$ cat config.mk
export PLATFORM = sky130hd
export DESIGN_NAME = dfr_diag_flags
export DESIGN_NICKNAME = d
export VERILOG_FILES = /design/src/logic/dfr_pkg.sv /design/src/logic/dfr_diag_flags.sv /design/src/logic/dfr_spi_rx.sv
export SDC_FILE = /design/constraint.sdc
export NUM_CORES = 1
export LEC_CHECK = 0
export BUFFER_PORTS_ARGS = -buffer_cell sky130_fd_sc_hd__clkbuf_2
export CORE_ASPECT_RATIO = 0.8
export CORE_MARGIN = 10
export CORE_UTILIZATION = 50
export CTS_CLUSTER_DIAMETER = 50
export CTS_CLUSTER_SIZE = 10
export DETAILED_ROUTE_END_ITERATION = 10
export MAX_ROUTING_LAYER = met4
export PLACE_DENSITY = 0.8
export SETUP_SLACK_MARGIN = 0.15
export SYNTH_ARGS = -nofsm -noshare
export SYNTH_HDL_FRONTEND = slang
export SYNTH_SLANG_ARGS = --single-unit
$ cat constraint.sdc
create_clock -name ref_clk -period 11.97 [get_ports ref_clk]
set_input_delay 2.9925 -clock ref_clk [delete_from_list [all_inputs] [get_ports ref_clk]]
set_output_delay 2.9925 -clock ref_clk [all_outputs]
set_load 0.005 [all_outputs]
$ cat src/logic/dfr_pkg.sv
// constants shared by the diagnostic flag register block
//----------------------------------------------------------------------
//----------------------------------------------------------------------
package dfr_pkg;

  //--------------------------------------------------------------------
  // register addresses
  //--------------------------------------------------------------------
  localparam logic [4:0] DIG_ADDR = 5'h14;  // digital flags
  localparam logic [4:0] ANA_ADDR = 5'h15;  // analog flags
  localparam logic [4:0] STAT_ADDR = 5'h16;  // status, read only
  localparam logic [4:0] ID_ADDR = 5'h17;  // chip id, read only

  // reset values of the analog and digital flag registers
  localparam logic [21:0] ANA_RESET = 22'h150000;
  localparam logic [15:0] FLAG_RESET = 16'h0000;

  //--------------------------------------------------------------------
  // digital flag positions
  //--------------------------------------------------------------------
  localparam int DIG_CRC_BIT = 0;
  localparam int DIG_SLIP_BIT = 1;
  localparam int DIG_CNT_BIT = 2;
  localparam int DIG_ACC_BIT = 4;
  localparam int DIG_CALCRC_BIT = 5;
  localparam int DIG_INV_BIT = 6;
  localparam logic [15:0] DIG_MASK = 16'h0077;  // implemented bits
  localparam logic [15:0] DIG_SUM_MASK = 16'h0070;  // bits seen by summary

  // analog flags live at 13,11,9,7,6,4,3,2,1,0
  localparam logic [15:0] ANA_MASK = 16'h2ADF;

  //--------------------------------------------------------------------
  // frame layout
  //--------------------------------------------------------------------
  localparam int SLIP_BIT = 23;  // must be inverse of bit 22
  localparam int READ_BIT = 21;  // high asks for a readback
  localparam int FLT_BIT = 21;  // fault pin position in readback
  localparam logic [5:0] LEN_SHORT = 6'h18;  // 24 edges
  localparam logic [5:0] LEN_LONG = 6'h20;  // 32 edges
  localparam logic [7:0] CRC_POLY = 8'h07;  // x^8+x^2+x+1

endpackage : dfr_pkg

$ cat src/logic/dfr_diag_flags.sv
// digital and analog diagnostic flag registers behind the serial port
module dfr_diag_flags (
  // clock and reset
  input wire logic ref_clk,
  input wire logic srst,
  // serial port pins
  input wire logic sclk,
  input wire logic cs_n,
  input wire logic sdi,
  output logic sdo,
  // interface configuration
  input wire logic crc_enable,
  // calibration memory and dac core
  input wire logic cal_refresh_busy,
  input wire logic cal_crc_fail,
  input wire logic [15:0] dac_code,
  input wire logic [15:0] dac_code_inv,
  // analog fault sources and their enables, by flag position
  input wire logic [15:0] ana_fault_src,
  input wire logic [15:0] ana_diag_en,
  // fault pin level
  input wire logic fault_pin,
  // summary
  output logic digital_fault_summary
);

  //--------------------------------------------------------------------
  // frame receiver
  //--------------------------------------------------------------------
  logic frame_done;  // one pulse at frame end
  logic [31:0] frame_word;  // bits shifted in, last bit at 0
  logic [5:0] edge_count;  // falling edges seen
  logic [23:0] resp_r;  // readback word for next frame

  dfr_spi_rx u_rx (
    .ref_clk(ref_clk),
    .srst(srst),
    .sclk(sclk),
    .cs_n(cs_n),
    .sdi(sdi),
    .sdo(sdo),
    .tx_word(resp_r),
    .frame_done(frame_done),
    .frame_word(frame_word),
    .edge_count(edge_count)
  );

  //--------------------------------------------------------------------
  // fault pin synchroniser, three stages
  //--------------------------------------------------------------------
  logic fp1_r;  // first stage, read only by fp2
  logic fp2_r;
  logic fp3_r;
  logic fpin_r;  // accepted pin level

  // accept a change once stage two and three agree
  always_ff @(posedge ref_clk)
  begin
    if (srst)
    begin
      fp1_r <= 1'b1;
      fp2_r <= 1'b1;
      fp3_r <= 1'b1;
      fpin_r <= 1'b1;
    end
    else
    begin
      fp1_r <= fault_pin;
      fp2_r <= fp1_r;
      fp3_r <= fp2_r;
      fpin_r <= (fp2_r == fp3_r) ? fp3_r : fpin_r;
    end
  end

  //--------------------------------------------------------------------
  // crc over the 24 payload bits, msb first
  //--------------------------------------------------------------------
  function automatic logic [7:0] dfr_crc8(input logic [23:0] data);
    logic [7:0] c;
    c = 8'h00;
    for (int i = 23; i >= 0; i--)
    begin
      c = (c[7] ^ data[i]) ? ({c[6:0], 1'b0} ^ dfr_pkg::CRC_POLY) : {c[6:0], 1'b0};
    end
    return c;
  endfunction : dfr_crc8

  //--------------------------------------------------------------------
  // frame checks
  //--------------------------------------------------------------------
  wire is_long = (edge_count == dfr_pkg::LEN_LONG);
  wire is_short = (edge_count == dfr_pkg::LEN_SHORT);
  // clock count: 32 with crc, 24 or 32 without
  // edge count check
  wire cnt_ok = is_long | (is_short & ~crc_enable);
  wire [23:0] payload = is_long ? frame_word[31:8] : frame_word[23:0];
  wire [7:0] crc_rx = frame_word[7:0];
  wire crc_bad = crc_enable & (dfr_crc8(payload) != crc_rx);
  wire slip_bad = (payload[dfr_pkg::SLIP_BIT] == payload[dfr_pkg::SLIP_BIT - 1]);
  wire frame_ok = frame_done & cnt_ok & ~crc_bad & ~slip_bad;

  // command fields
  wire is_read = payload[dfr_pkg::READ_BIT];
  wire [4:0] addr = payload[20:16];
  wire [15:0] wdata = payload[15:0];
  wire hit_dig = (addr == dfr_pkg::DIG_ADDR);
  wire hit_ana = (addr == dfr_pkg::ANA_ADDR);
  wire hit_ro = (addr == dfr_pkg::STAT_ADDR) | (addr == dfr_pkg::ID_ADDR);
  wire addr_ok = hit_dig | hit_ana | hit_ro;
  wire is_write = frame_ok & ~is_read;

  //--------------------------------------------------------------------
  // calibration refresh tracking
  //--------------------------------------------------------------------
  logic busy_d_r;  // refresh busy one cycle ago
  logic refreshed_r;  // a refresh has completed since reset

  // note when a refresh finishes
  always_ff @(posedge ref_clk)
  begin
    if (srst)
    begin
      busy_d_r <= 1'b0;
      refreshed_r <= 1'b0;
    end
    else
    begin
      busy_d_r <= cal_refresh_busy;
      if (busy_d_r & ~cal_refresh_busy)
      begin
        refreshed_r <= 1'b1;
      end
    end
  end

  wire wr_locked = ~refreshed_r | cal_refresh_busy;
  // reads never lock, so a readback during a refresh is clean
  // readback stays legal
  wire rd_bad = frame_ok & is_read & ~addr_ok;
  wire wr_bad = is_write & (~addr_ok | hit_ro | wr_locked);
  wire acc_bad = rd_bad | wr_bad;
  wire wr_take = is_write & ~wr_locked;

  //--------------------------------------------------------------------
  // flag set and clear vectors
  //--------------------------------------------------------------------
  logic [15:0] dig_set;
  logic [15:0] dig_clr;
  logic [15:0] ana_set;
  logic [15:0] ana_clr;

  // digital event collection
  always_comb
  begin
    dig_set = 16'h0000;
    dig_set[dfr_pkg::DIG_CRC_BIT] = frame_done & cnt_ok & crc_bad;
    dig_set[dfr_pkg::DIG_SLIP_BIT] = frame_done & cnt_ok & slip_bad;
    dig_set[dfr_pkg::DIG_CNT_BIT] = frame_done & ~cnt_ok;
    dig_set[dfr_pkg::DIG_ACC_BIT] = acc_bad;
    dig_set[dfr_pkg::DIG_CALCRC_BIT] = cal_crc_fail;
    dig_set[dfr_pkg::DIG_INV_BIT] = (dac_code != ~dac_code_inv);
  end

  // analog sources only count while their diagnostic is enabled
  // analog sources
  assign ana_set = ana_fault_src & ana_diag_en & dfr_pkg::ANA_MASK;
  assign dig_clr = (wr_take & hit_dig) ? wdata : 16'h0000;
  assign ana_clr = (wr_take & hit_ana) ? wdata : 16'h0000;

  //--------------------------------------------------------------------
  // sticky flag registers
  //--------------------------------------------------------------------
  logic [15:0] dig_r;
  logic [15:0] ana_r;
  logic [15:0] dig_nxt;
  logic [15:0] ana_nxt;

  // a set in the clearing cycle wins, so a live fault comes straight back
  // sticky write-one clear
  assign dig_nxt = ((dig_r & ~dig_clr) | dig_set) & dfr_pkg::DIG_MASK;
  assign ana_nxt = ((ana_r & ~ana_clr) | ana_set) & dfr_pkg::ANA_MASK;

  // flag storage
  always_ff @(posedge ref_clk)
  begin
    if (srst)
    begin
      dig_r <= dfr_pkg::FLAG_RESET;
      ana_r <= dfr_pkg::ANA_RESET[15:0];
    end
    else
    begin
      dig_r <= dig_nxt;
      ana_r <= ana_nxt;
    end
  end

  //--------------------------------------------------------------------
  // readback word
  //--------------------------------------------------------------------
  logic [15:0] rd_data;
  logic [23:0] resp_nxt;
  logic sum_r;

  // disabled analog diagnostics read as zero
  // enable masking
  assign rd_data = hit_dig ? dig_r :
                   hit_ana ? (ana_r & ana_diag_en) : 16'h0000;
  assign resp_nxt = {2'b00, ~fpin_r, addr, rd_data};

  // capture on a good read, zeros after a good write; a bad frame leaves the word unchanged
  always_ff @(posedge ref_clk)
  begin
    if (srst)
    begin
      resp_r <= 24'h000000;
    end
    else if (frame_ok)
    begin
      resp_r <= is_read ? resp_nxt : 24'h000000;
    end
  end

  // link errors at bits 2..0 stay out of the summary
  // summary of flags
  always_ff @(posedge ref_clk)
  begin
    if (srst)
    begin
      sum_r <= 1'b0;
    end
    else
    begin
      sum_r <= |(dig_nxt & dfr_pkg::DIG_SUM_MASK);
    end
  end

  assign digital_fault_summary = sum_r;

endmodule : dfr_diag_flags

$ cat src/logic/dfr_spi_rx.sv
// serial frame receiver with pin synchronisers and readback shifter
module dfr_spi_rx (
  // clock and reset
  input wire logic ref_clk,
  input wire logic srst,
  // serial pins
  input wire logic sclk,
  input wire logic cs_n,
  input wire logic sdi,
  output logic sdo,
  // frame side
  input wire logic [23:0] tx_word,
  output logic frame_done,
  output logic [31:0] frame_word,
  output logic [5:0] edge_count
);

  //--------------------------------------------------------------------
  // three-stage synchronisers, one per pin
  //--------------------------------------------------------------------
  logic [2:0] pin_in;  // {sdi, cs_n, sclk}
  logic [2:0] s1_r;  // first stage, read only by s2
  logic [2:0] s2_r;
  logic [2:0] s3_r;
  logic [2:0] filt_r;  // accepted level
  logic [2:0] prev_r;  // accepted level one cycle ago

  assign pin_in = {sdi, cs_n, sclk};

  genvar gi;
  generate
    for (gi = 0; gi < 3; gi++)
    begin : g_sync
      // level accepted once stage two and three agree
      always_ff @(posedge ref_clk)
      begin
        if (srst)
        begin
          s1_r[gi] <= 1'b1;
          s2_r[gi] <= 1'b1;
          s3_r[gi] <= 1'b1;
          filt_r[gi] <= 1'b1;
          prev_r[gi] <= 1'b1;
        end
        else
        begin
          s1_r[gi] <= pin_in[gi];
          s2_r[gi] <= s1_r[gi];
          s3_r[gi] <= s2_r[gi];
          filt_r[gi] <= (s2_r[gi] == s3_r[gi]) ? s3_r[gi] : filt_r[gi];
          prev_r[gi] <= filt_r[gi];
        end
      end
    end
  endgenerate

  //--------------------------------------------------------------------
  // edge decode
  //--------------------------------------------------------------------
  wire sel_low = ~filt_r[1];
  wire clk_fall = prev_r[0] & ~filt_r[0] & sel_low;
  wire sel_fall = prev_r[1] & ~filt_r[1];
  wire sel_rise = ~prev_r[1] & filt_r[1];

  logic [23:0] txsh_r;  // readback shift register
  logic sdo_r;
  logic done_r;
  logic [31:0] word_r;
  logic [5:0] cnt_r;

  // receive side: count falling edges and shift data in
  always_ff @(posedge ref_clk)
  begin
    if (srst)
    begin
      word_r <= 32'h00000000;
      cnt_r <= 6'h00;
      done_r <= 1'b0;
    end
    else
    begin
      done_r <= sel_rise;
      if (sel_fall)
      begin
        cnt_r <= 6'h00;
      end
      else if (clk_fall)
      begin
        word_r <= {word_r[30:0], filt_r[2]};
        cnt_r <= (cnt_r == 6'h3F) ? cnt_r : cnt_r + 6'h01;
      end
    end
  end

  // transmit side: load at frame start, next bit per falling edge
  always_ff @(posedge ref_clk)
  begin
    if (srst)
    begin
      txsh_r <= 24'h000000;
      sdo_r <= 1'b0;
    end
    else if (sel_fall)
    begin
      txsh_r <= {tx_word[22:0], 1'b0};
      sdo_r <= tx_word[23];
    end
    else if (clk_fall)
    begin
      txsh_r <= {txsh_r[22:0], 1'b0};
      sdo_r <= txsh_r[23];
    end
    else if (filt_r[1])
    begin
      sdo_r <= 1'b0;
    end
  end

  assign sdo = sdo_r;
  assign frame_done = done_r;
  assign frame_word = word_r;
  assign edge_count = cnt_r;

endmodule : dfr_spi_rx

==> results of run 1 <==
synthesized netlist by cell type (6+ instances only):
cell type	instances	area, sq um
xnor2_1	56	490
o31ai_1	13	97.6
mux2i_1	33	330
or2_2	18	113
a22oi_1	6	45.0
or3_1	7	43.8
clkbuf_1	38	143
nand2_1	99	372
and3_1	7	43.8
dfxtp_1	117	2340
inv_1	6	22.5
nor2_1	50	188
nand4_1	12	75.1
xnor3_1	16	360
xor2_1	19	166
buf_2	12	60.1
a222oi_1	16	160
a21oi_1	65	325
o21ai_0	14	70.1
metrics by stage:
step | utilization, % | hold slack (ps)
6_report | 59.5 | 411
5_1_grt | 59.5 | 430
4_1_cts | 59.5 | 410
3_5_place_dp | 54.1 | 398
3_3_place_gp | 54.1 | 392
2_1_floorplan | - | 389
flip-flops by register name, summed over array words and instances, names as in the netlist:
| signal | flops |
|---|---|
| u_rx.s1_r | 3 |
| u_rx.sdo | 1 |
| u_rx.txsh_r | 23 |
| busy_d_r | 1 |
| u_rx.s3_r | 3 |
| dig_r | 6 |
| refreshed_r | 1 |
| resp_r | 17 |
| u_rx.edge_count | 6 |
| u_rx.filt_r | 3 |
| fp1_r | 1 |
| u_rx.prev_r | 2 |
| u_rx.frame_done | 1 |
| ana_r | 10 |
| digital_fault_summary | 1 |
| u_rx.s2_r | 3 |
| fp2_r | 1 |
| fpin_r | 1 |
| fp3_r | 1 |
| u_rx.frame_word | 32 |
power by group through the flow:
stage | logic [mW] | registers (mW) | clock network (mW)
after floorplan | 0.0163 | 0.405 | 0
after global placement | 0.0296 | 0.405 | 0
after detailed placement | 0.0310 | 0.405 | 0
after CTS | 0.0312 | 0.397 | 0.529
after global routing | 0.0343 | 0.397 | 0.544
final | 0.0311 | 0.397 | 0.524
layer usage:
metal | wire length [um] | vias to the layer above | part of all wire, % | global-route usage [%]
met4 | 252 | 0 | 1.7 | 6.57
met2 | 7080 | 140 | 48 | 28.1
li1 | - | 2349 | - | -
met3 | 935 | 25 | 6.3 | 4.23
met5 | 0 | - | 0 | -
met1 | 6550 | 2280 | 44 | 22.0
logic make-up (layout without fill, tap and decap cells):
group | count (synthesis) | after routing | share of synthesized area (%)
and+or+nand+nor | 224 | 224 | 17.5
AOI/OAI and AO/OA | 126 | 126 | 13.7
DFF | 117 | 117 | 39.3
xor gates and xnor gates | 95 | 95 | 18.7
buffers and inverters | 60 | 105 | 4.17
muxes | 35 | 35 | 5.91
adders and majority gates | 4 | 4 | 0.839
cell type report:
type,instances,area share [%]
clock buffers,21,6.82
clock inverters,11,2.18
repair buffers,67,5.04
well taps,148,2.68
flip-flops and latches,117,33.9
multi-input cells,484,49.0
inverters,6,0.326
final timing paths:
check | from | end | slack [ps] | depth (start not counted)
setup / recovery | u_rx.edge_count[0] | digital_fault_summary | 5990 | 18
hold / removal | fp1_r | fp2_r | 410 | 1
setup reg to reg | u_rx.edge_count[0] | digital_fault_summary | 5990 | 18
hold reg to reg | fp1_r | fp2_r | 410 | 1
critical path: stages, from the launching register on:
cell	delay [ps]
dfxtp_1	380
inv_1	70
ha_1	220
nor2b_1	190
nand2_1	80
buf_4	410
mux2i_1	620
inv_1	220
ha_1	420
xnor2_1	160
xnor2_1	150
xnor2_1	320
xor3_1	300
nor2_1	120
mux2i_1	100
o31ai_4	440
nand2_2	570
o311a_1	550
or4_1	520
==> reports/qor.yml, run 1 <==
synth_cells: 661
dieWidth_um: 142
ys_seq_area_share_pct: 39.3
final_common_cell: "dfxtp_1"
place_ws_ps: 5830
antenna_found_initial: 0
drt_iter0_markers: 504
path_class: "register to register"
instances_no_fill: 854
worst_pin_slew_ps: 1270
start_util_pct: 51.4
drc: 0
grt_max_degree: 96
period_share_pct: 50.0
synth.distinct_cells: 48
p_int_mw: 0.754
final_antenna_net_count: 0
cp.arrival_ps: 6260
synth-edff-count: 0
worstSkewPairLatency_ps: 410
leakage_nw: 2.83
post_cts_buffers: 0
clock_tree.root_cell: "clkbuf_16"
p_comb_share_pct: 3.3
rows: 35
htree_levels: 4
status: "complete, no violations"
skew_ps: 9.14
place.gp.congestion: 0.910
power.total_mw: 0.953
grt_pass1_wl_um: 24100
ys_ff_latch: 117
finalNetCount: 770
worst_setup_path_end_kind: "register"
placed_area_sq_um: 6280
p_sw_mw: 0.199
drv_cap: 0
synth_ff_type: "dfxtp_1"
peakVddDrop_uv: 152
layout_common_cells: "dfxtp_1 (117), nand2_1 (99), a21oi_1 (65), clkbuf_2 (61), xnor2_1 (56)"
timing.final.crit_period_ps: 5980
finalHoldViolCount: 0
multi_input_area_sq_um: 3380
tns_ps: 0
rsz0062_at_grt: "false"
finalSetupViolations: 0
port_buffers: 62
setup_slack_ps: 5990
wl_per_cell_um: 17.3
dp_hpwl_um: 10100
wirelength_um: 14800
fp.dieH_um: 118
n_antenna_cell: 0
cts_hold_buf: 0
coreArea_sq_um: 11600
drive_above_1_share_pct: 17.8
grt_pass1_vias: 4858
syn_area_per_cell_sq_um: 9.03
dieArea_sq_um: 16700
regArea_sq_um: 2340
clockBufferDepth: 2
cts_tree: "done"
clkTransAtPathRegs_ps: 60
grt_usage_pct: 18.0
drv_slew: 0
nFillCells: 949
synthesis.nets: 738
cp_max_fo: 38
io_pins: 75
area_delta_synth_final_pct: 15.7
cts.repair.resized: 0
clock-sinks: 117
seqPwrFrac_pct: 41.7
synth_area_sq_um: 5970
vias_per_cell: 5.61
grt_overflow: 0
critPathRequiredTime_ps: 12250
cellPowerDensity_nw_per_um2: 138
relSlewSlack_pct: 15.5
numCtsBuffers: 17
netSwitchingFraction_pct: 20.9
timing.fmax_mhz: 167
hold_path.class: "register to register"
placedCellCount: 822
async_flop_share_pct: 0
clkPwrFrac_pct: 55.1
postLayoutCellArea_sq_um: 6900
ys_warn_count: 0
cp-start-kind: "register"
dr.pass1.iters: 5
via_count: 4794
No activity file was read; power rests on OpenSTA's default activity.
==> run 2: changes to the inputs <==
--- a/config.mk
+++ b/config.mk
@@ -13,7 +13,7 @@
 export CTS_CLUSTER_SIZE = 10
 export DETAILED_ROUTE_END_ITERATION = 10
 export MAX_ROUTING_LAYER = met4
-export PLACE_DENSITY = 0.8
+export PLACE_DENSITY = 0.83
 export SETUP_SLACK_MARGIN = 0.15
 export SYNTH_ARGS = -nofsm -noshare
 export SYNTH_HDL_FRONTEND = slang
==> constraint.sdc (replaced) <==
create_clock -name ref_clk -period 5.38 [get_ports ref_clk]
set_input_delay 1.345 -clock ref_clk [delete_from_list [all_inputs] [get_ports ref_clk]]
set_output_delay 1.345 -clock ref_clk [all_outputs]
set_load 0.005 [all_outputs]
==> run 2 against run 1 <==
Net effect: critical path depth unchanged; worst setup slack got worse by 5400 ps; combinational power increased by 120%; utilization increased by 0.45 points; routed wire length decreased by 0.54%; largest cell class unchanged; die area unchanged; first-iteration DRC count increased by 5.6%; cell count increased by 0.82%; sequential power increased by 120%.
==> reports/qor.yml, run 2 (same netlist as run 1, synthesis figures left out) <==
grt_usage_pct: 17.9
largest_reg_flops: 32
tns_ps: 0
hold_end: "u_rx.s2_r[1]"
worstSkewPairLatency_ps: 420
finalHoldViolCount: 0
cp-start-kind: "register"
dieArea_sq_um: 16700
peakVddDrop_uv: 257
cts_tree: "done"
rsz0062_at_grt: "false"
rows: 35
critPathRequiredTime_ps: 5660
clock_tree.root_cell: "clkbuf_16"
grt_use_met3_pct: 4.88
drc: 0
use_met2_pct: 28.2
final_common_cell: "dfxtp_1"
drive_above_1_share_pct: 18.8
nFillCells: 963
worstReg2RegStart: "u_rx.edge_count[0]"
use_met1_pct: 21.3
power.total_mw: 2.14
clkTransAtPathRegs_ps: 60
worst_setup_path_end_kind: "register"
grt_overflow: 0
htree_levels: 4
ff2ff_setup_slack_ps: 580
finalSetupViolations: 0
instances_no_fill: 861
cellPowerDensity_nw_per_um2: 307
coreArea_sq_um: 11600
max_stage_delay_ps: 530
dp_hpwl_um: 10300
finalNetCount: 777
path_class: "register to register"
setup_slack_ps: 580
timing.final.crit_period_ps: 4800
period_share_pct: 89.2
drv_cap: 0
antenna_found_initial: 0
hold_path.startpoint: "u_rx.s1_r[1]"
fin_util_pct: 59.9
vias_per_cell: 5.68
clock-sinks: 117
cts.repair.resized: 0
drt_iter0_markers: 532
layout_common_cells: "dfxtp_1 (117), nand2_1 (99), a21oi_1 (65), clkbuf_2 (61), xnor2_1 (56)"
cp_cell_sequence: "inv_1 > ha_1 > nor2b_1 > nand2_1 > mux2i_1 > inv_1 > ha_1 > xnor2_1 > xnor2_1 > xnor2_1 > xor3_1 > nor2_1 > mux2i_1 > o31ai_4 > buf_4 > nand2_2 > o311a_1 > or4_1"
wirelength_um: 14700
fp.dieH_um: 118
critPathMostFrequentCell: "xnor2_1"
grt_pass1_wl_um: 23900
place.gp.congestion: 0.905
port_buffers: 62
holdWs_ps: 408
grt_pass1_vias: 4771
place_ws_ps: 392
wl_per_cell_um: 17.1
postLayoutCellArea_sq_um: 6950
io_pins: 75
startpoint: "u_rx.edge_count[0]"
dr.pass1.iters: 7
via_count: 4887
r2r-end: "digital_fault_summary"
worst_pin_slew_ps: 1250
hold_path_depth: 1
placedCellCount: 825
leakage_nw: 2.85
status: "complete, no violations"
grt_max_degree: 101
relSlewSlack_pct: 16.4
numCtsBuffers: 17
rr_worst_depth: 18
drv_slew: 0
placed_area_sq_um: 6300
hold_path.class: "register to register"
n_antenna_cell: 0
grt.busiest_layer: "met2"
start_util_pct: 51.4
clockBufferDepth: 2
skew_ps: 9.90
final_antenna_net_count: 0
dieWidth_um: 142
cp.arrival_ps: 5080
area_delta_synth_final_pct: 16.5
timing.fmax_mhz: 208
crit_slowest_cell: "or4_1"
cp_max_fo: 16
-- run 2: changes by cell type in the layout (fill, tap and decap cells not counted), sizes merged --
cell    before  now
clkbuf      82   78
inv          6   12
buf          6   13
clkinv       6    4
-- run 2: how the worst max path moves through the flow --
stage                                 end  slack (ps)  depth (start not counted)
finish              digital_fault_summary         580                         18
CTS                 digital_fault_summary         340                         17
floorplan           digital_fault_summary         240                         17
global route        digital_fault_summary         240                         18
global placement    digital_fault_summary         600                         17
detailed placement  digital_fault_summary         390                         17
-- run 2: critical path: cells and delay by family (launching register included) --
kind                     cells  cell delay [ps]
AO/OA/AOI/OAI                2              610
XOR/XNOR                     4              930
flip-flops                   1              350
multiplexers                 2              380
AND/OR/NAND/NOR              5             1470
adder cells (fa/ha/maj)      2              540
buffers and inverters        3              380
-- run 2: cell type report --
| class | instances | area (sq um) | area share (%) |
|---|---|---|---|
| Timing Repair Buffer | 74 | 400 | 5.76 |
| Clock buffer | 17 | 425 | 6.12 |
| Inverter | 6 | 22.5 | 0.324 |
| Sequential cell | 117 | 2340 | 33.7 |
| Multi-Input combinational cell | 484 | 3380 | 48.7 |
| Tap cell | 148 | 185 | 2.66 |
| Clock inverter | 15 | 195 | 2.81 |
-- run 2: power breakdown --
group          switching, mW  total, mW  internal [mW]
Combinational         0.0350     0.0689         0.0339
Sequential           0.00526      0.883          0.878
Clock                  0.445       1.19          0.741
-- run 2: repair_timing --
action,in CTS,in global routing
setup endpoints to repair,0,2
hold buffers,0,0
setup buffers,0,4
hold endpoints to repair,0,0
-- run 2: routing by layer --
layer | part of all wire (%) | vias up
li1 | - | 2366
met1 | 43 | 2339
met2 | 49 | 162
met3 | 6.5 | 20
met4 | 1.7 | 0
met5 | 0 | -
==> run 3: changes to the inputs <==
--- a/config.mk
+++ b/config.mk
@@ -6,15 +6,19 @@
 export NUM_CORES = 1
 export LEC_CHECK = 0
 export BUFFER_PORTS_ARGS = -buffer_cell sky130_fd_sc_hd__clkbuf_2
+export CELL_PAD_IN_SITES_DETAIL_PLACEMENT = 1
+export CELL_PAD_IN_SITES_GLOBAL_PLACEMENT = 1
 export CORE_ASPECT_RATIO = 0.8
 export CORE_MARGIN = 10
-export CORE_UTILIZATION = 50
+export CORE_UTILIZATION = 41
+export CTS_BUF_LIST = sky130_fd_sc_hd__clkbuf_4
 export CTS_CLUSTER_DIAMETER = 50
 export CTS_CLUSTER_SIZE = 10
 export DETAILED_ROUTE_END_ITERATION = 10
 export MAX_ROUTING_LAYER = met4
-export PLACE_DENSITY = 0.83
+export PLACE_DENSITY = 0.88
 export SETUP_SLACK_MARGIN = 0.15
+export SLEW_MARGIN = 15
 export SYNTH_ARGS = -nofsm -noshare
 export SYNTH_HDL_FRONTEND = slang
 export SYNTH_SLANG_ARGS = --single-unit
==> run 3 against run 2 <==
Net effect: hold slack better by 18 ps; clock skew rose by 12 ps; final area down 3.4%; critical path type unchanged; via count up 2.6%; total power down 21%; routed wire length up 17%; sequential share of layout area grew 1.2 points; flip-flop and latch count is the same; combinational power grew 2%.
==> reports/qor.yml, run 3 (same netlist as run 1, synthesis figures left out) <==
postLayoutCellArea_sq_um: 6720
wl_met1_um: 7400
rsz0062_at_grt: "false"
vias_per_cell: 5.60
clock_tree.root_cell: "clkbuf_4"
fp.dieH_um: 128
dieArea_sq_um: 19800
cp_max_fo: 18
area_delta_synth_final_pct: 12.5
drc: 0
cp-start-kind: "register"
htree_levels: 4
worstReg2RegStart: "u_rx.edge_count[0]"
dp_hpwl_um: 12400
final_common_cell: "dfxtp_1"
cp.arrival_ps: 5210
power.total_mw: 1.68
io_pins: 75
placed_area_sq_um: 6360
timing.fmax_mhz: 209
n_antenna_cell: 0
via_count: 5016
drt_iter0_markers: 313
wl_per_cell_um: 19.2
startpoint: "u_rx.edge_count[0]"
final_antenna_net_count: 0
relSlewSlack_pct: 54.3
coreArea_sq_um: 14200
finalHoldViolCount: 0
numCtsBuffers: 17
dr.pass1.iters: 6
largest_reg_flops: 32
rows: 39
drv_slew: 0
routed.top_layer: "met4"
cts.repair.resized: 0
clockBufferDepth: 2
hold_path.class: "register to register"
grt_usage_pct: 18.1
place.gp.congestion: 0.886
cts_tree: "done"
path_class: "register to register"
status: "complete, no violations"
port_buffers: 62
route.met3.wl_um: 835
worst_setup_path_end_kind: "register"
antenna_found_initial: 0
start_util_pct: 41.9
finalNetCount: 776
peakVddDrop_uv: 163
placedCellCount: 863
met2_length_um: 8610
skew_ps: 22.4
grt_max_degree: 55
grt_pass1_wl_um: 28200
post_cts_buffers: 0
worstSkewPairLatency_ps: 550
cellPowerDensity_nw_per_um2: 251
dieWidth_um: 155
layout_common_cells: "dfxtp_1 (117), nand2_1 (99), a21oi_1 (65), clkbuf_2 (61), xnor2_1 (56)"
tns_ps: 0
clkTransAtPathRegs_ps: 120
wirelength_um: 17200
grt_overflow: 0
cts_hold_buf: 0
instances_no_fill: 896
hold_path.startpoint: "u_rx.s1_r[2]"
period_share_pct: 88.8
hold_path_depth: 1
grt_pass1_vias: 5315
timing.final.crit_period_ps: 4780
drive_above_1_share_pct: 18.8
leakage_nw: 2.72
finalSetupViolations: 0
clock-sinks: 117
worst_pin_slew_ps: 685
drv_cap: 0
rr_worst_depth: 17
fin_util_pct: 47.1
critPathRequiredTime_ps: 5810
## run 3: changes by cell type in the layout (fill, tap and decap cells not counted)
cell,before,now
clkbuf_16,17,0
buf_16,0,1
buf_4,12,10
nand2b_1,3,2
clkinv_4,4,3
clkinvlp_4,2,3
nand2b_2,0,1
clkbuf_4,0,17
## run 3: path summary, 6_finish.rpt
path                            to  slack (ps)
max reg2reg  digital_fault_summary         600
max          digital_fault_summary         600
min reg2reg           u_rx.s2_r[2]         430
min                   u_rx.s2_r[2]         430
## run 3: metrics by stage
step	hold slack, ps	worst slack, ps
floorplan	389	240
global placement	392	785
detailed placement	403	609
CTS	431	590
global route	449	202
finish	426	602
## run 3: per-layer routing
layer,global-route usage [%],vias up
li1,-,2361
met1,21.2,2480
met2,30.2,139
met3,3.92,36
met4,6.16,0
met5,-,-
## run 3: power by group
part	total (mW)	internal [mW]	switching, mW
combinational	0.0706	0.0344	0.0362
clock	0.730	0.334	0.396
sequential	0.883	0.877	0.00583
total	1.68	1.25	0.438
## run 3: worst max-delay path, cell delays in order (launching register included)
cell     delay, ps
dfxtp_1        370
inv_1           70
ha_1           160
nor2b_1        340
nand2_1        260
mux2i_1        250
inv_1          120
ha_1           390
xnor2_1        170
xnor2_1        150
xnor2_1        300
xor3_1         290
nor2_1         110
mux2i_1        100
o31ai_4        310
nand2_2        290
o311a_1        450
or4_1          520
## run 3: cell type report
cell class	instances	area [sq um]
clock buffer	17	128
clock inverter	15	194
fill	1697	7530
inverter	6	22.5
multi-input combinational	484	3390
sequential	117	2340
tap	184	230
timing repair buffer	73	413
